### src/shared/dioc_pkg.sv
// Constants and types shared by the dual interrupt output control block.
// Assumes a single 125 MHz reference clock and word-aligned register access.

package dioc_pkg;

  // ----------------------------------------------------------------
  // Clock and timing.
  // ----------------------------------------------------------------
  localparam int unsigned CLK_PERIOD_NS = 8;
  localparam int unsigned DRIVE_HOLD_MS = 128;
  localparam int unsigned DRIVE_HOLD_CYC = (DRIVE_HOLD_MS * 1000000 + CLK_PERIOD_NS - 1) / CLK_PERIOD_NS;
  localparam int unsigned DRIVE_CNT_W = 24;

  // ----------------------------------------------------------------
  // Register indices, byte address is four times the index.
  // ----------------------------------------------------------------
  localparam int unsigned IDX_W = 8;
  localparam logic [7:0] STATUS_IDX = 8'h01;
  localparam logic [7:0] PRI_EN_IDX = 8'h02;
  localparam logic [7:0] SEC_EN_IDX = 8'h03;
  localparam logic [7:0] IRQ_MASK_IDX = 8'h06;

  // ----------------------------------------------------------------
  // Field layout.
  // ----------------------------------------------------------------
  localparam int unsigned REG_W = 24;
  localparam int unsigned ENABLE_LSB = 8;
  localparam int unsigned PAD_TYPE_LSB = 0;
  localparam int unsigned PLL_BIT = 8;
  localparam int unsigned DRIVE_SUM_BIT = 15;
  localparam int unsigned DC_FLAG_BIT = 20;
  localparam int unsigned DRIVE_POS_BIT = 5;
  localparam int unsigned DC_POS_HIGH_BIT = 3;
  localparam logic [23:0] STATUS_IMPL = 24'hff8f3f;
  localparam logic [23:0] ENABLE_WMASK = 24'hff8f03;

  // ----------------------------------------------------------------
  // Reset values.
  // ----------------------------------------------------------------
  localparam logic [23:0] STATUS_RESET = 24'h000000;
  localparam logic [23:0] ENABLE_RESET = 24'h000003;
  localparam logic [23:0] MASK_RESET = 24'h000000;

  // ----------------------------------------------------------------
  // Interrupt pad types.
  // ----------------------------------------------------------------
  typedef enum logic [1:0] {
    PAD_OFF = 2'b00,
    PAD_PUSH = 2'b01,
    PAD_OD = 2'b10,
    PAD_OD_PU = 2'b11
  } dioc_pad_e;

endpackage

### src/hdl/dioc_top.sv
// Dual interrupt output control: latched status, two enable registers, two pads.
// Assumes detector levels arrive asynchronously and software uses AHB-Lite.
//
// Notes on behaviour
// - PLL flag set when unlocked while powered.
// - PLL flag held until status read.
// - Positive drive detail after 128ms fault.
// - Negative drive detail after 128ms fault.
// - Four DC detail bits, bits three to zero.
// - DC details active with DC flag.
// - Each pin ORs its own enabled flags.
// - Enable bits 23..8 select same status bits.
// - Enables cleared at reset.
// - Both pins active low.
// - Primary pad type from low bits, reset 11.
// - Secondary pad type likewise, reset 11.
// - Open-drain allows wired-OR sharing.
// - Status read clears latched flags.
//
// The AHB-Lite register port was left to the implementer.

`timescale 1ns/100ps

module dioc_top
#(
  parameter int unsigned P_DRIVE_HOLD_CYC = dioc_pkg::DRIVE_HOLD_CYC
)
(
  // Clock and reset.
  input wire logic i_ref_clk,
  input wire logic i_rst_b,
  // AHB-Lite slave port.
  input wire logic i_hsel,
  input wire logic [31:0] i_haddr,
  input wire logic [1:0] i_htrans,
  input wire logic i_hwrite,
  input wire logic [2:0] i_hsize,
  input wire logic [31:0] i_hwdata,
  input wire logic i_hready,
  output logic [31:0] o_hrdata,
  output logic o_hreadyout,
  output logic o_hresp,
  // Detector levels.
  input wire logic [15:0] i_evt_raw,
  input wire logic i_pll_locked,
  input wire logic i_chan_active,
  input wire logic i_current_drive_pos,
  input wire logic i_current_drive_neg,
  input wire logic i_dc_detect_en,
  input wire logic [3:0] i_dc_level,
  // Primary interrupt pad.
  output logic o_irq_out_primary_n,
  output logic o_irq_out_primary_oe,
  output logic o_irq_out_primary_pu,
  // Secondary interrupt pad.
  output logic o_irq_out_secondary_n,
  output logic o_irq_out_secondary_oe,
  output logic o_irq_out_secondary_pu,
  // Summary interrupt.
  output logic o_irq
);

  // ----------------------------------------------------------------
  // Input synchronisers.
  // ----------------------------------------------------------------
  logic [24:0] sync_meta;
  logic [24:0] sync_q;
  wire [24:0] async_in = {i_evt_raw, i_pll_locked, i_chan_active, i_current_drive_pos,
                          i_current_drive_neg, i_dc_detect_en, i_dc_level};

  always_ff @(posedge i_ref_clk or negedge i_rst_b)
  begin
    if (!i_rst_b)
    begin
      sync_meta <= 25'h0000000;
      sync_q <= 25'h0000000;
    end
    else
    begin
      sync_meta <= async_in;
      sync_q <= sync_meta;
    end
  end

  wire [15:0] evt_s = sync_q[24:9];
  wire pll_locked_s = sync_q[8];
  wire chan_active_s = sync_q[7];
  wire [1:0] drive_fault_s = sync_q[6:5];
  wire dc_en_s = sync_q[4];
  wire [3:0] dc_level_s = sync_q[3:0];

  // ----------------------------------------------------------------
  // Drive generator persistence timers.
  // ----------------------------------------------------------------
  localparam logic [23:0] DRIVE_LIM = 24'(P_DRIVE_HOLD_CYC);
  logic [23:0] drive_cnt [2];
  logic [1:0] drive_det;

  for (genvar g = 0; g < 2; g++)
  begin : g_drive
    assign drive_det[g] = (drive_cnt[g] == DRIVE_LIM);

    always_ff @(posedge i_ref_clk or negedge i_rst_b)
    begin
      if (!i_rst_b)
      begin
        drive_cnt[g] <= 24'h000000;
      end
      else if (!drive_fault_s[g])
      begin
        drive_cnt[g] <= 24'h000000;
      end
      else if (!drive_det[g])
      begin
        drive_cnt[g] <= drive_cnt[g] + 24'h000001;
      end
    end
  end

  // ----------------------------------------------------------------
  // Status conditions and latched flags.
  // ----------------------------------------------------------------
  wire pll_cond = chan_active_s & ~pll_locked_s;
  wire [3:0] dc_det = dc_level_s & {4{dc_en_s}};
  wire dc_flag = |dc_det;
  wire drive_sum = |drive_det;
  wire [23:0] cond = {evt_s[15:13], dc_flag, evt_s[11:8], drive_sum, 3'h0,
                      evt_s[3:1], pll_cond, 2'h0, drive_det, dc_det} & dioc_pkg::STATUS_IMPL;

  logic [23:0] status;
  logic [23:0] en_pri;
  logic [23:0] en_sec;
  logic [23:0] irq_mask;
  logic [7:0] rd_idx;
  logic rd_take;
  logic wr_en;
  logic [7:0] wr_idx;
  logic [23:0] wr_data;

  wire rd_status = rd_take & (rd_idx == dioc_pkg::STATUS_IDX);
  wire [23:0] next_status = (status & ~{24{rd_status}}) | cond;

  always_ff @(posedge i_ref_clk or negedge i_rst_b)
  begin
    if (!i_rst_b)
    begin
      status <= dioc_pkg::STATUS_RESET;
    end
    else
    begin
      status <= next_status;
    end
  end

  // ----------------------------------------------------------------
  // Register file.
  // ----------------------------------------------------------------
  wire wr_pri = wr_en & (wr_idx == dioc_pkg::PRI_EN_IDX);
  wire wr_sec = wr_en & (wr_idx == dioc_pkg::SEC_EN_IDX);
  wire wr_mask = wr_en & (wr_idx == dioc_pkg::IRQ_MASK_IDX);
  wire [23:0] rd_word = (rd_idx == dioc_pkg::STATUS_IDX) ? status :
                        (rd_idx == dioc_pkg::PRI_EN_IDX) ? en_pri :
                        (rd_idx == dioc_pkg::SEC_EN_IDX) ? en_sec :
                        (rd_idx == dioc_pkg::IRQ_MASK_IDX) ? irq_mask : 24'h000000;

  always_ff @(posedge i_ref_clk or negedge i_rst_b)
  begin
    if (!i_rst_b)
    begin
      en_pri <= dioc_pkg::ENABLE_RESET;
      en_sec <= dioc_pkg::ENABLE_RESET;
      irq_mask <= dioc_pkg::MASK_RESET;
    end
    else
    begin
      if (wr_pri)
      begin
        en_pri <= wr_data & dioc_pkg::ENABLE_WMASK;
      end
      if (wr_sec)
      begin
        en_sec <= wr_data & dioc_pkg::ENABLE_WMASK;
      end
      if (wr_mask)
      begin
        irq_mask <= wr_data & dioc_pkg::STATUS_IMPL;
      end
    end
  end

  dioc_ahb_slave u_bus
  (
    .i_ref_clk(i_ref_clk),
    .i_rst_b(i_rst_b),
    .i_hsel(i_hsel),
    .i_haddr(i_haddr),
    .i_htrans(i_htrans),
    .i_hwrite(i_hwrite),
    .i_hsize(i_hsize),
    .i_hwdata(i_hwdata),
    .i_hready(i_hready),
    .o_hrdata(o_hrdata),
    .o_hreadyout(o_hreadyout),
    .o_hresp(o_hresp),
    .o_rd_idx(rd_idx),
    .i_rd_word(rd_word),
    .o_rd_take(rd_take),
    .o_wr_en(wr_en),
    .o_wr_idx(wr_idx),
    .o_wr_data(wr_data)
  );

  // ----------------------------------------------------------------
  // Interrupt OR terms and pads.
  // ----------------------------------------------------------------
  wire pri_assert = |(status[23:8] & en_pri[23:8]);
  wire sec_assert = |(status[23:8] & en_sec[23:8]);

  dioc_pad_drv u_pad_pri
  (
    .i_ref_clk(i_ref_clk),
    .i_rst_b(i_rst_b),
    .i_assert(pri_assert),
    .i_type(en_pri[1:0]),
    .o_pin_n(o_irq_out_primary_n),
    .o_oe(o_irq_out_primary_oe),
    .o_pullup(o_irq_out_primary_pu)
  );

  dioc_pad_drv u_pad_sec
  (
    .i_ref_clk(i_ref_clk),
    .i_rst_b(i_rst_b),
    .i_assert(sec_assert),
    .i_type(en_sec[1:0]),
    .o_pin_n(o_irq_out_secondary_n),
    .o_oe(o_irq_out_secondary_oe),
    .o_pullup(o_irq_out_secondary_pu)
  );

  always_ff @(posedge i_ref_clk or negedge i_rst_b)
  begin
    if (!i_rst_b)
    begin
      o_irq <= 1'b0;
    end
    else
    begin
      o_irq <= |(status & irq_mask);
    end
  end
endmodule

### src/hdl/dioc_ahb_slave.sv
// AHB-Lite slave front end of the interrupt control registers.
// Assumes single word transfers; reads take no wait state, writes one.

`timescale 1ns/100ps

module dioc_ahb_slave
(
  // Clock and reset.
  input wire logic i_ref_clk,
  input wire logic i_rst_b,
  // AHB-Lite slave port.
  input wire logic i_hsel,
  input wire logic [31:0] i_haddr,
  input wire logic [1:0] i_htrans,
  input wire logic i_hwrite,
  input wire logic [2:0] i_hsize,
  input wire logic [31:0] i_hwdata,
  input wire logic i_hready,
  output logic [31:0] o_hrdata,
  output logic o_hreadyout,
  output logic o_hresp,
  // Register file side.
  output logic [7:0] o_rd_idx,
  input wire logic [23:0] i_rd_word,
  output logic o_rd_take,
  output logic o_wr_en,
  output logic [7:0] o_wr_idx,
  output logic [23:0] o_wr_data
);

  logic wr_pend;
  logic [7:0] wr_idx;
  wire take = i_hsel & i_htrans[1] & i_hready;
  wire wr_take = take & i_hwrite;

  assign o_rd_idx = i_haddr[9:2];
  assign o_rd_take = take & ~i_hwrite;
  assign o_wr_en = wr_pend;
  assign o_wr_idx = wr_idx;
  assign o_wr_data = i_hwdata[23:0];

  // ----------------------------------------------------------------
  // Transfer tracking.
  // ----------------------------------------------------------------
  always_ff @(posedge i_ref_clk or negedge i_rst_b)
  begin
    if (!i_rst_b)
    begin
      wr_pend <= 1'b0;
      wr_idx <= 8'h00;
      o_hreadyout <= 1'b1;
      o_hresp <= 1'b0;
      o_hrdata <= 32'h00000000;
    end
    else
    begin
      wr_pend <= wr_take;
      o_hreadyout <= ~wr_take;
      o_hresp <= 1'b0;
      if (wr_take)
      begin
        wr_idx <= i_haddr[9:2];
      end
      if (o_rd_take)
      begin
        o_hrdata <= {8'h00, i_rd_word};
      end
    end
  end

endmodule

### src/hdl/dioc_pad_drv.sv
// Registered driver for one active-low interrupt pad.
// Assumes the pad cell resolves the wire from output, enable and pull-up.

`timescale 1ns/100ps

module dioc_pad_drv
(
  // Clock and reset.
  input wire logic i_ref_clk,
  input wire logic i_rst_b,
  // Request and pad type.
  input wire logic i_assert,
  input wire logic [1:0] i_type,
  // Pad controls.
  output logic o_pin_n,
  output logic o_oe,
  output logic o_pullup
);

  logic next_pin_n;
  logic next_oe;
  dioc_pkg::dioc_pad_e pad_type;

  assign pad_type = dioc_pkg::dioc_pad_e'(i_type);

  always_comb
  begin
    next_pin_n = 1'b1;
    next_oe = 1'b0;
    unique case (pad_type)
      dioc_pkg::PAD_OFF:
      begin
        next_pin_n = 1'b1;
        next_oe = 1'b0;
      end
      dioc_pkg::PAD_PUSH:
      begin
        next_pin_n = ~i_assert;
        next_oe = 1'b1;
      end
      dioc_pkg::PAD_OD, dioc_pkg::PAD_OD_PU:
      begin
        next_pin_n = 1'b0;
        next_oe = i_assert;
      end
    endcase
  end

  always_ff @(posedge i_ref_clk or negedge i_rst_b)
  begin
    if (!i_rst_b)
    begin
      o_pin_n <= 1'b1;
      o_oe <= 1'b0;
      o_pullup <= 1'b1;
    end
    else
    begin
      o_pin_n <= next_pin_n;
      o_oe <= next_oe;
      o_pullup <= (pad_type == dioc_pkg::PAD_OD_PU);
    end
  end
endmodule

### config.mk
export PLATFORM = sky130hd
export DESIGN_NAME = dioc_top
export DESIGN_NICKNAME = d
export VERILOG_FILES = /design/src/shared/dioc_pkg.sv /design/src/hdl/dioc_top.sv /design/src/hdl/dioc_ahb_slave.sv /design/src/hdl/dioc_pad_drv.sv
export SDC_FILE = /design/constraint.sdc
export NUM_CORES = 1
export LEC_CHECK = 0
export BUFFER_PORTS_ARGS = -buffer_cell sky130_fd_sc_hd__buf_2
export CAP_MARGIN = 0
export CORE_MARGIN = 10
export CORE_UTILIZATION = 59
export DETAILED_ROUTE_END_ITERATION = 16
export PLACE_DENSITY = 0.83
export SETUP_SLACK_MARGIN = 0.5
export SLEW_MARGIN = 20
export SYNTH_ARGS = -nofsm -noshare
export SYNTH_HDL_FRONTEND = slang
export SYNTH_SLANG_ARGS = --single-unit
### constraint.sdc
create_clock -name i_ref_clk -period 4.76 [get_ports i_ref_clk]
set_input_delay 0.476 -clock i_ref_clk [delete_from_list [all_inputs] [get_ports i_ref_clk]]
set_output_delay 0.476 -clock i_ref_clk [all_outputs]
set_load 0.02 [all_outputs]
Yosys cells after proc, flatten, opt, wreduce, memory -nomap -nowiden
Index checks and enable logic that the tools add are counted.
{ "totals": {"ff_bits": 212, "output_inout_bits": 41, "word_cells": 80} }
{ "classes": {"n_addsub": 2, "eq_ne": 17, "muxes": 12, "n_bitwise": 21, "n_reduce_logical": 9} }
{ "op_table": {"columns": ["operator", "n"], "rows": [
  ["two-way mux 24 bit", 8],
  ["adder 24 x 1 -> 24 bit (second input constant)", 2],
  ["AND 24 bit", 2],
  ["equality test 24 bit (second input constant)", 2],
  ["AND 16 bit", 2],
  ["equality test 8 x 2 -> 1 bit (second input constant)", 4],
  ["OR reduction 16 bit", 2],
  ["NOT 24 bit", 1],
  ["OR 24 bit", 1],
  ["OR reduction 24 bit", 1],
  ["equality test 8 x 3 -> 1 bit (second input constant)", 2],
  ["one-hot mux 1 bit (3 select lines)", 4],
  ["AND 1 bit", 9],
  ["equality test 2 bit (second input constant)", 4],
  ["equality test 8 x 1 -> 1 bit (second input constant)", 1],
  ["OR reduction 2 bit", 3],
  ["NOT 1 bit", 5],
  ["AND 4 bit", 1],
  ["equality test 2 x 1 -> 1 bit (second input constant)", 2],
  ["zero test 2 bit", 2],
  ["inequality test 2 bit (second input constant)", 2],
  ["OR reduction 4 bit", 1]
]} }

Logic depth before layout (Yosys ltp)
Gate-level depths: netlist of the first run.
{ "depth": {"word_depth": 7, "ltp_mapped": 8, "mapped_depth_nobuf": 5} }

Hierarchy
From an unflattened synthesis of the first run, not the netlist that was laid out.
{ "hier_totals": {"hier_cells": 713, "hier_area_um2": 8948.6} }
{ "by_module_without_submodules": {"columns": ["module", "instances", "cells_per_inst", "area_per_inst_um2"], "rows": [
  ["dioc_top", 1, 587, 7076.8],
  ["dioc_ahb_slave", 1, 114, 1661.6],
  ["dioc_pad_drv", 2, 6, 105.1]
]} }

Least setup slack after synthesis of the first run
No wires, ideal clock.
{ "synth_timing": {"path_type": "input-to-reg", "from": "input i_haddr[7]", "to": "register status[10]", "setup_time_ps": 118, "arrival_ps": 2224, "required_ps": 4642, "path_slack_ps": 2418, "cell_stages": 8, "path_cell_list": "or4_1 -> buf_2 -> or3_1 -> buf_2 -> or2_1 -> buf_6 -> buf_6 -> a21o_1"} }
{ "synth_via": {"elab_chain_len": 5} }
{ "synth_lines": {"columns": ["item", "line", "rtl"], "rows": [
  ["start, declared", "dioc_top.sv:34", "input wire logic [31:0] i_haddr,"],
  ["equality test 8 x 1 -> 1 bit", "dioc_top.sv:140", "wire rd_status = rd_take & (rd_idx == dioc_pkg::STATUS_IDX);"],
  ["AND 1 bit", "dioc_top.sv:140", null],
  ["NOT 24 bit", "dioc_top.sv:141", "wire [23:0] next_status = (status & ~{24{rd_status}}) | cond;"],
  ["AND 24 bit", "dioc_top.sv:141", null],
  ["OR 24 bit", "dioc_top.sv:141", null],
  ["net next_status[10]", "dioc_top.sv:141", null],
  ["end signal, assigned", "dioc_top.sv:147", "status <= dioc_pkg::STATUS_RESET;"],
  ["end signal, assigned", "dioc_top.sv:151", "status <= next_status;"],
  ["end, declared", "dioc_top.sv:130", "logic [23:0] status;"]
]} }
The timed path passes the listed nets, and every way through them passes these cells.
A chain may end at the register's enable or synchronous reset.

Worst setup path after layout of the first run
{ "layout_timing": {"from": "input i_haddr[4]", "to": "register status[15]"} }
Same word-level chain as after synthesis.

==> impl_summary.log, run 1 <==
[metrics] Final Hold Fails: 0
[metrics] share of post-route cells with drive strength above 1: 0.263
[metrics] category of cells accounting for the largest share of critical-path delay: simple AND/OR/NAND/NOR gates
[metrics] number of remaining DRC errors: 0
[metrics] cell count after synthesis: 717
[metrics] Main synth FF type: sky130_fd_sc_hd__dfrtp_1
[metrics] maximum clock rate: 376 MHz
[metrics] overall die height: 139 um
[metrics] postcts setup bufs: 0
[metrics] power density over the cells: 385 mW/mm^2
[metrics] drt initial violations: between 600 and 700
[metrics] most frequent standard cell in the layout excluding fill and tap cells: sky130_fd_sc_hd__dfrtp_1
[metrics] nets: 897
[metrics] async set-or-reset flop fraction in the synthesized netlist: 1.00
[metrics] met2 layer usage reported by global route: 0.333
[metrics] number of port buffers: 83
[metrics] setup slack of the worst register-to-register path: 2.44 ns
[metrics] clock tree root buffer cell: sky130_fd_sc_hd__clkbuf_16
[metrics] hold buffer count at cts: 0
[metrics] Starting Density: 0.603
[metrics] worst hold slack after final layout: 0.0927 ns
[metrics] WP data arrival: 2.98 ns
[metrics] number of slew-limit violations in the final report: 0
[metrics] final worst-path cycle share: 0.559
[metrics] antenna violations before repair: 3
[metrics] critical path peak fanout: 22
[metrics] launch point of the critical path: i_haddr[4]
[metrics] maximum vdd drop: approximately 300 uV
[metrics] Post-Route Utilization: 0.688
[metrics] data required time at the worst endpoint: 5.08 ns
[metrics] minimum clock period after layout: 2.66 ns
[metrics] Die X: 139 um
[metrics] Syn Area/Cell: around 12 sq um
[metrics] GRT Max-Usage Layer: met2
[metrics] Worst Setup End Kind: flop
[metrics] class of the tightest hold or removal check: primary input to asynchronous set/reset pin
[metrics] status: finished clean
[metrics] actual slew at the worst max-slew pin: 1.18 ns
[metrics] largest net degree at the start of global routing: 109
[metrics] max-capacitance violation count: 0
[metrics] reported leakage power: just over 4 nW
[metrics] final wirelength: 19600 um
[metrics] area of the core region: approximately 0.014 sq mm
[metrics] setup violation total in the final timing report: 0
[metrics] number of global-route vias before repair: roughly 6300
[metrics] global routing met1 resource utilization: 0.245
[metrics] maximum buffer depth of the clock tree: 2
[metrics] count of cell types in the netlist: 48
[metrics] Routed WL per cell: 19.9 um
[metrics] total negative slack: 0 ns
[metrics] TritonCTS clock tree: yes
[metrics] Netlist Area Pre-Place: 0.00840 sq mm
[metrics] Worst Setup Path Type: primary input to flop
[metrics] final antenna-violating net count: 0
[metrics] number of CTS-inserted buffers: 17
[metrics] post-cts repair resize count: 0
[metrics] FF-to-FF Start: u_bus.o_wr_idx[0]
[metrics] CTS Sinks: 200
[metrics] deepest level of the CTS H-tree: 4
[metrics] wire length of the first global-routing pass: 32300 um
[metrics] die area: 0.0194 sq mm
[metrics] proportion of synthesized chip area in sequential cells: 0.597
[metrics] Vias/cell: 6.25
[metrics] top library cells by usage in the layout, fill and taps aside: sky130_fd_sc_hd__dfrtp_1, sky130_fd_sc_hd__buf_2, sky130_fd_sc_hd__nand2_1
[metrics] Worst Clk Skew: ~0.0073 ns
[metrics] slowest cell on the critical path: sky130_fd_sc_hd__or2_1
[metrics] DP HPWL: 12900 um
[metrics] total overflow reported by the global router: 0
[metrics] register bit count reported by yosys: 200
[metrics] number of buffers and inverters on the critical path: 1
[metrics] cells along the critical path: buf_2 > or3b_2 > or3_1 > or2_1 > a211o_1
[metrics] Area Growth Syn to Fin: 14.2%
[metrics] crit-path max cell delay: 0.62 ns
[metrics] Std-Cell Rows: 43
[metrics] number of top-level pins: 140
[metrics] number of enable-type register cells in the synthesized netlist: 0
[metrics] Pre-Repair DR Iteration Count: 5
[metrics] clk_lat worst skew: between 0.4 and 0.5 ns
[metrics] unrepaired setup endpoints after global routing: no
[metrics] via count: 6175
[metrics] GRT Total Usage: 0.202
[metrics] Yosys warning total: 0
[metrics] routing usage on met3: 0.0527
[metrics] GP Congestion: between 0.8 and 0.9
[metrics] clock-pin slew of the registers on the worst-case setup and hold paths: 0.07 ns
[metrics] sort of element at the start of the critical path: primary input
[metrics] normalized max-slew margin: 0.210
-- worst register-to-register path: cells and delay by family, from the launching register on --
family,cells,cell delay (ns)
flops,1,0.42
simple gates,2,1.16
mux,1,0.63
-- report_power, final --
part           leakage, nW  internal, mW  switching [mW]
sequential            2.43          1.80          0.0744
combinational         1.39         0.121           0.174
clock                0.307         0.909           0.618
total                 4.13          2.83           0.866
-- logic make-up (layout without fill, tap and decap cells) --
group,Yosys count,in the layout,share of synthesized area
compound gates,145,145,0.111
xor+xnor,19,19,0.0198
fa+ha+maj,4,4,0.00596
buf+inv,52,134,0.0293
flops,200,200,0.597
mux,70,70,0.0931
other cells,1,10,0.000446
simple gates,226,226,0.143
-- layer usage --
layer	vias to the layer above	wire, um
li1	2756	-
met1	3076	8010
met2	286	9690
met3	53	1430
met4	4	478
met5	-	16
-- flip-flops by register name (all words and copies together), names as in the netlist, 8 cells and up --
signal and flops:
drive_cnt 48, status 24, irq_mask 19, sync_q 19, u_bus.o_wr_idx 8, en_sec 15
u_bus.o_hrdata 24, en_pri 15, sync_meta 19
-- area by class of cell --
type                       count  area, sq um
inverter                      13         48.8
antenna                        1         2.50
tap                          180          225
timing repair buffer          89          482
fill                         958         4340
multi-input combinational    473         3190
clock buffer                  21          460
clock inverter                11          173
sequential                   200         5020
-- per-stage QoR --
stage	power, mW	cell area, sq um	setup WS [ns]	cells
after CTS	3.71	9580	2.11	987
after global routing	3.82	9590	2.01	988
final	3.70	9590	2.10	988
after floorplan	2.06	8430	2.42	725
after global placement	2.18	8950	1.71	955
after detailed placement	2.20	8950	1.66	955
-- path summary, 6_finish.rpt --
path | end | depth (start not counted)
worst max-delay path | status[15] | 5
worst min-delay path | u_bus.o_hrdata[12] | 1
worst max register to register | irq_mask[11] | 3
worst min register to register | sync_q[4] | 0
max in group asynchronous | drive_cnt[39] | 2
min in group i_ref_clk | sync_meta[0] | 1
-- cells in the mapped netlist (all sizes together), types with 21 or more instances --
cell      n  area share
mux2     65       0.087
nand4    21       0.016
a22oi    22       0.020
a21oi    25       0.015
o21ai    31       0.018
clkbuf   26       0.012
nand3    21       0.013
nand2    70       0.031
nor2     26       0.012
dfrtp   191        0.57
Power figures use the tool's default switching activity.
==> run 2, diff against run 1 <==
--- a/config.mk
+++ b/config.mk
@@ -5,12 +5,13 @@
 export SDC_FILE = /design/constraint.sdc
 export NUM_CORES = 1
 export LEC_CHECK = 0
+export ABC_AREA = 1
 export BUFFER_PORTS_ARGS = -buffer_cell sky130_fd_sc_hd__buf_2
 export CAP_MARGIN = 0
 export CORE_MARGIN = 10
-export CORE_UTILIZATION = 59
+export CORE_UTILIZATION = 51
 export DETAILED_ROUTE_END_ITERATION = 16
-export PLACE_DENSITY = 0.83
+export PLACE_DENSITY = 0.76
 export SETUP_SLACK_MARGIN = 0.5
 export SLEW_MARGIN = 20
 export SYNTH_ARGS = -nofsm -noshare
==> constraint.sdc (replaced) <==
create_clock -name i_ref_clk -period 2.3 [get_ports i_ref_clk]
set_input_delay 0.23 -clock i_ref_clk [delete_from_list [all_inputs] [get_ports i_ref_clk]]
set_output_delay 0.23 -clock i_ref_clk [all_outputs]
set_load 0.02 [all_outputs]
==> run 2 against run 1 <==
Compared with the run above:
- clock power rose by 98%
- utilization fell by 8.3 points
- register-to-register slack got worse by 1.8 ns
- setup slack got worse by 1.4 ns
- cell area rose by 10%
- largest power group unchanged
==> impl_summary.log, run 2 <==
[metrics] Post-Route Utilization: 0.606
[metrics] TritonCTS clock tree: yes
[metrics] GP Congestion: 0.900
[metrics] Worst Clk Skew: 0.0107 ns
[metrics] number of top-level pins: 140
[metrics] Gate power share: 0.069
[metrics] cells along the critical path: ha_1 > nand2_1 > nor2_2 > nand2_1 > nor2_1 > nand3b_1 > nand2_1 > nand2_1 > nor2_1
[metrics] Worst Setup End Kind: flop
[metrics] Netlist Area Pre-Place: 0.00914 sq mm
[metrics] unrepaired setup endpoints after global routing: no
[metrics] overall die height: 154 um
[metrics] Area Growth Syn to Fin: 15.4%
[metrics] largest family of logic cells by synthesized area: simple AND/OR/NAND/NOR gates
[metrics] clock tree root buffer cell: sky130_fd_sc_hd__clkbuf_16
[metrics] hold buffer count at cts: 23
[metrics] number of enable-type register cells in the synthesized netlist: 0
[metrics] DP HPWL: roughly 15000 um
[metrics] GRT Total Usage: 0.187
[metrics] Die X: 154 um
[metrics] launch point of the critical path: drive_cnt[0]
[metrics] number of CTS-inserted buffers: 17
[metrics] simple-gate area share of the yosys netlist: 0.289
[metrics] maximum buffer depth of the clock tree: 2
[metrics] # fillers: 1490
[metrics] nets: roughly 1300
[metrics] Vias/cell: 5.25
[metrics] Switching Fraction: 0.257
[metrics] Switching Power: 1.89 mW
[metrics] share of total power in the clock network: 0.411
[metrics] Final Hold Fails: 0
[metrics] Commonest cells post-synth: sky130_fd_sc_hd__nand2_1, sky130_fd_sc_hd__dfrtp_1, sky130_fd_sc_hd__nor2_1, sky130_fd_sc_hd__inv_1, sky130_fd_sc_hd__nand3_1
[metrics] most frequent standard cell in the layout excluding fill and tap cells: sky130_fd_sc_hd__nand2_1
[metrics] count of cell types in the netlist: 38
[metrics] antenna violations before repair: 1
[metrics] biggest area contributors in the synthesized netlist: sky130_fd_sc_hd__dfrtp_1, sky130_fd_sc_hd__nand2_1, sky130_fd_sc_hd__nor2_1
[metrics] setup violation total in the final timing report: 0
[metrics] maximum clock rate: 615 MHz
[metrics] Worst Setup Path Type: flop to flop
[metrics] final wirelength: 22000 um
[metrics] final worst-path cycle share: 0.707
[metrics] xor and xnor area share after synthesis: 0.00767
[metrics] maximum vdd drop: 564 uV
[metrics] total negative slack: 0 ns
[metrics] Starting Density: 0.525
[metrics] sequential group share of total power: 0.520
[metrics] Yosys warning total: 0
[metrics] post-synthesis adder-cell area fraction: 0.00548
[metrics] async set-or-reset flop fraction in the synthesized netlist: 1.00
[metrics] status: finished clean
[metrics] flip-flop count of the largest register after layout: 48
[metrics] via count: 7555
[metrics] WP data arrival: 2.00 ns
[metrics] final antenna-violating net count: 0
[metrics] max-capacitance violation count: 0
[metrics] post-cts repair resize count: 0
[metrics] crit-path max cell delay: 0.40 ns
[metrics] number of slew-limit violations in the final report: 0
[metrics] CTS Sinks: 200
[metrics] Std-Cell Rows: 48
[metrics] number of remaining DRC errors: 0
[metrics] cell count after synthesis: 1096
[metrics] complex-gate fraction of the synthesized area: 0.0756
[metrics] deepest level of the CTS H-tree: 4
[metrics] wire length of the first global-routing pass: 36200 um
[metrics] reported leakage power: 5.39 nW
[metrics] FF-to-FF Start: drive_cnt[0]
[metrics] startpoint of the worst hold path: i_haddr[7]
[metrics] minimum clock period after layout: 1.63 ns
[metrics] Main synth FF type: sky130_fd_sc_hd__dfrtp_1
[metrics] largest net degree at the start of global routing: 62
[metrics] top-count cell post-synth: sky130_fd_sc_hd__nand2_1
[metrics] largest register by flop count: drive_cnt
[metrics] biggest registers after layout: drive_cnt: 48 flops, status: 24 flops, u_bus.o_hrdata: 24 flops
[metrics] sort of element at the start of the critical path: flop
[metrics] Internal Dissipation: 5.47 mW
[metrics] normalized max-slew margin: 0.567
[metrics] multiplexer fraction of the synthesized cell area: 0
[metrics] number of port buffers: just over 80
[metrics] fraction of synthesized cell area taken by the top area cell type: 0.523
[metrics] Pre-Repair DR Iteration Count: 6
[metrics] total overflow reported by the global router: 0
[metrics] clk_lat worst skew: between 0.4 and 0.5 ns
[metrics] top library cells by usage in the layout, fill and taps aside: sky130_fd_sc_hd__nand2_1, sky130_fd_sc_hd__dfrtp_1, sky130_fd_sc_hd__nor2_1
[metrics] drt initial violations: 654
[metrics] setup slack of the worst register-to-register path: 0.67 ns
[metrics] share of post-route cells with drive strength above 1: 0.138
[metrics] number of global-route vias before repair: 7225
[metrics] Routed WL per cell: 15.3 um
[metrics] proportion of synthesized chip area in sequential cells: 0.549
[metrics] die area: 0.0237 sq mm
[metrics] Syn Area/Cell: between 8 and 9 sq um
[metrics] data required time at the worst endpoint: 2.68 ns
[metrics] CP most frequent cell: sky130_fd_sc_hd__nand2_1
[metrics] register bit count reported by yosys: 200
[metrics] area of the core region: approximately 0.017 sq mm
[metrics] actual slew at the worst max-slew pin: 0.648 ns
[metrics] cell type with the largest total area after synthesis: sky130_fd_sc_hd__dfrtp_1
[metrics] slowest cell on the critical path: sky130_fd_sc_hd__dfrtp_1
[metrics] class of the tightest hold or removal check: primary input to flop
[metrics] postcts setup bufs: 0
[metrics] power density over the cells: 698 mW/mm^2
[metrics] clock-pin slew of the registers on the worst-case setup and hold paths: 0.07 ns
[metrics] critical path peak fanout: 4
==> run 2: per-stage QoR <==
step / power [mW] / std cells / worst slack [ns] / hold slack (ns) / cell area [sq um]
final: 7.36 / 1440 / 0.674 / 0.0227 / 10500
after global routing: 7.66 / 1440 / 0.548 / 0.0309 / 10500
after CTS: 7.41 / 1439 / 0.685 / 0.00879 / 10500
after detailed placement: 4.37 / 1384 / 0.522 / 0.198 / 9720
after global placement: 4.35 / 1384 / 0.561 / 0.198 / 9720
after floorplan: 4.15 / 1104 / 0.968 / -0.0656 / 9170
==> run 2: critical path, delay by kind of cell, from the launching register on <==
kind	cells	cell delay [ns]
DFF	1	0.40
and+or+nand+nor	8	0.92
adders and majority gates	1	0.25
==> run 2: power by group through the flow <==
| stage | registers, mW | clock network, mW | logic, mW |
|---|---|---|---|
| CTS | 3.82 | 3.07 | 0.516 |
| global route | 3.85 | 3.23 | 0.581 |
| floorplan | 3.88 | 0 | 0.269 |
| finish | 3.83 | 3.03 | 0.508 |
| detailed placement | 3.89 | 0 | 0.482 |
| global placement | 3.89 | 0 | 0.467 |
==> run 2: cell type report <==
class | instances | area (sq um) | share of cell area
inverters | 114 | 428 | 0.0406
well taps | 225 | 282 | 0.0267
multi-input cells | 753 | 3480 | 0.330
repair buffers | 115 | 747 | 0.0708
flip-flops and latches | 200 | 5020 | 0.476
diodes | 1 | 2.50 | 0.000237
clock inverters | 14 | 154 | 0.0146
clock buffers | 18 | 439 | 0.0416
==> run 2: path summary, 6_finish.rpt <==
kind                                      to  cells after the start
setup / recovery               drive_cnt[22]                      9
hold / removal             u_bus.o_wr_idx[5]                      3
setup reg to reg               drive_cnt[22]                      9
hold reg to reg                   sync_q[11]                      0
max in group asynchronous      drive_cnt[32]                      3
min in group asynchronous  u_bus.o_wr_idx[7]                      2
==> run 2: layer usage <==
| metal | track usage | routed length (um) |
|---|---|---|
| met1 | 0.232 | 9180 |
| met2 | 0.319 | 11100 |
| met3 | 0.0377 | 1350 |
| met4 | 0.0598 | 388 |
| met5 | 0 | 0 |
==> run 2: kinds of logic after synthesis <==
group / after synthesis
AND/OR/NAND/NOR: 607
buffers and inverters: 151
flip-flops: 200
adder cells (fa/ha/maj): 4
AO/OA/AOI/OAI: 125
other: 1
XOR/XNOR: 8
==> run 3, diff against run 2 <==
--- a/config.mk
+++ b/config.mk
@@ -9,9 +9,9 @@
 export BUFFER_PORTS_ARGS = -buffer_cell sky130_fd_sc_hd__buf_2
 export CAP_MARGIN = 0
 export CORE_MARGIN = 10
-export CORE_UTILIZATION = 51
+export CORE_UTILIZATION = 57
 export DETAILED_ROUTE_END_ITERATION = 16
-export PLACE_DENSITY = 0.76
+export PLACE_DENSITY = 0.8
 export SETUP_SLACK_MARGIN = 0.5
 export SLEW_MARGIN = 20
 export SYNTH_ARGS = -nofsm -noshare
==> constraint.sdc (replaced) <==
create_clock -name i_ref_clk -period 1.6 [get_ports i_ref_clk]
set_input_delay 0.16 -clock i_ref_clk [delete_from_list [all_inputs] [get_ports i_ref_clk]]
set_output_delay 0.16 -clock i_ref_clk [all_outputs]
set_load 0.02 [all_outputs]
==> run 3 against run 2 <==
Compared with the run above:
- worst hold slack worse by 0.0021 ns
- largest power group unchanged
- die area is 9.2% lower
- clock-buffer cell count is 3 higher
- fmax up 11%
- critical path depth shrank 2
- largest cell class unchanged
- sequential share of layout area fell by 6.4 points
- combinational power rose by 91%
==> impl_summary.log, run 3 (synthesized netlist as in run 2, its figures left out) <==
[metrics] GP Congestion: 0.937
[metrics] drt initial violations: 904
[metrics] status: finished clean
[metrics] class of the tightest hold or removal check: primary input to flop
[metrics] data required time at the worst endpoint: between 1.5 and 2 ns
[metrics] nets: 1396
[metrics] area of the core region: approximately 0.016 sq mm
[metrics] via count: between 8000 and 9000
[metrics] maximum vdd drop: around 940 uV
[metrics] total overflow reported by the global router: 0
[metrics] deepest level of the CTS H-tree: 4
[metrics] number of CTS-inserted buffers: 17
[metrics] biggest registers after layout: drive_cnt: 48 flops, status: 24 flops, u_bus.o_hrdata: 24 flops
[metrics] design area: 0.0122 sq mm
[metrics] number of port buffers: 83
[metrics] Vias/cell: around 5.6
[metrics] sort of element at the start of the critical path: flop
[metrics] flip-flop count of the largest register after layout: 48
[metrics] Worst Setup Path Type: flop to flop
[metrics] clock-pin slew of the registers on the worst-case setup and hold paths: 0.07 ns
[metrics] number of remaining DRC errors: 0
[metrics] final worst-path cycle share: 0.919
[metrics] max-capacitance violation count: 0
[metrics] critical path peak fanout: 4
[metrics] # fillers: 977
[metrics] GRT Total Usage: 0.227
[metrics] Routed WL per cell: 17.4 um
[metrics] largest register by flop count: drive_cnt
[metrics] power density over the cells: 867 mW/mm^2
[metrics] minimum clock period after layout: 1.47 ns
[metrics] Die X: about 150 um
[metrics] top library cells by usage in the layout, fill and taps aside: sky130_fd_sc_hd__nand2_1, sky130_fd_sc_hd__dfrtp_1, sky130_fd_sc_hd__inv_1
[metrics] DP HPWL: 15800 um
[metrics] Pre-Repair DR Iteration Count: 5
[metrics] Worst Clk Skew: 0.00845 ns
[metrics] CTS Sinks: 200
[metrics] TritonCTS clock tree: yes
[metrics] reported leakage power: around 6 nW
[metrics] number of slew-limit violations in the final report: 0
[metrics] setup violation total in the final timing report: 0
[metrics] largest net degree at the start of global routing: 50
[metrics] share of post-route cells with drive strength above 1: 0.299
[metrics] final antenna-violating net count: 0
[metrics] Final Hold Fails: 0
[metrics] clock tree root buffer cell: sky130_fd_sc_hd__clkbuf_16
[metrics] final wirelength: 26600 um
[metrics] overall die height: about 150 um
[metrics] maximum buffer depth of the clock tree: 2
[metrics] Starting Density: 0.579
[metrics] WP data arrival: 1.80 ns
[metrics] number of top-level pins: 140
[metrics] total negative slack: 0 ns
[metrics] maximum clock rate: just under 700 MHz
[metrics] number of global-route vias before repair: between 8000 and 9000
[metrics] Std-Cell Rows: 46
[metrics] clk_lat worst skew: between 0.4 and 0.5 ns
[metrics] most frequent standard cell in the layout excluding fill and tap cells: sky130_fd_sc_hd__nand2_1
[metrics] Worst Setup End Kind: flop
[metrics] Area Growth Syn to Fin: 33.9%
[metrics] n_diodes: 0
[metrics] die area: 0.0215 sq mm
[metrics] wire length of the first global-routing pass: about 40000 um
[metrics] antenna violations before repair: 0
[metrics] dpl cell area: roughly 0.01 sq mm
[metrics] unrepaired setup endpoints after global routing: yes
==> run 3: timing repair <==
action,CTS,global route
endpoints found under the hold margin,75,0
setup endpoints to repair,131,138
gates cloned,4,2
resized for setup,130,131
buffers inserted,29,29
pin swaps,18,35
hold buffers,31,0
==> run 3: layout make-up <==
type	instances	area [sq um]	area share
multi-input cells	753	4070	0.333
clock buffers	21	470	0.0384
repair buffers	207	1860	0.152
well taps	216	270	0.0221
clock inverters	11	87.6	0.00716
flip-flops and latches	200	5040	0.412
inverters	114	435	0.0356
==> run 3: per-layer routing <==
metal  up-vias  share of wire  routed length [um]  global-route usage
li1       3898              -                   -                   -
met1      4103           0.38               10200               0.275
met2       420           0.51               13600               0.390
met3        83          0.073                1930              0.0445
met4         0          0.032                 857              0.0846
met5         -              0                   0                   0
==> run 3: stage by stage <==
| step | util | hold WS (ns) | std cells | total power [mW] | setup slack, ns |
|---|---|---|---|---|---|
| final | 0.776 | 0.0207 | 1522 | 10.6 | 0.130 |
| after global routing | 0.776 | 0.0364 | 1522 | 11.0 | 0.00354 |
| after CTS | 0.731 | 0.00309 | 1491 | 10.5 | 0.185 |
| after detailed placement | 0.631 | 0.143 | 1395 | 6.31 | 0.0713 |
| after global placement | 0.631 | 0.134 | 1395 | 6.28 | 0.119 |
| after floorplan | - | -0.136 | 1104 | 5.97 | 0.280 |
==> run 3: path summary, 6_finish.rpt <==
path	start	endpoint	slack (ns)	depth (start not counted)
worst max-delay path	drive_cnt[1]	drive_cnt[1]	0.13	7
worst min register to register	sync_meta[4]	sync_q[4]	0.35	0
worst min-delay path	i_hwdata[17]	irq_mask[17]	0.02	3
max in group asynchronous	i_rst_b	drive_cnt[6]	0.75	3
min in group asynchronous	i_rst_b	u_bus.o_wr_idx[4]	0.24	2
worst max register to register	drive_cnt[1]	drive_cnt[1]	0.13	7
==> run 3: worst max-delay path, cell delays in order, from the launching register on <==
cell	delay [ns]
sky130_fd_sc_hd__dfrtp_2	0.45
sky130_fd_sc_hd__inv_1	0.12
sky130_fd_sc_hd__ha_4	0.14
sky130_fd_sc_hd__nand3_1	0.11
sky130_fd_sc_hd__nor3_1	0.19
sky130_fd_sc_hd__nand3_1	0.18
sky130_fd_sc_hd__nand3_1	0.13
sky130_fd_sc_hd__nand2_1	0.06
==> run 3: power breakdown <==
group	leakage, nW	internal, mW	switching [mW]
sequential	2.27	5.32	0.231
clock	0.268	2.14	1.94
combinational	3.55	0.422	0.550
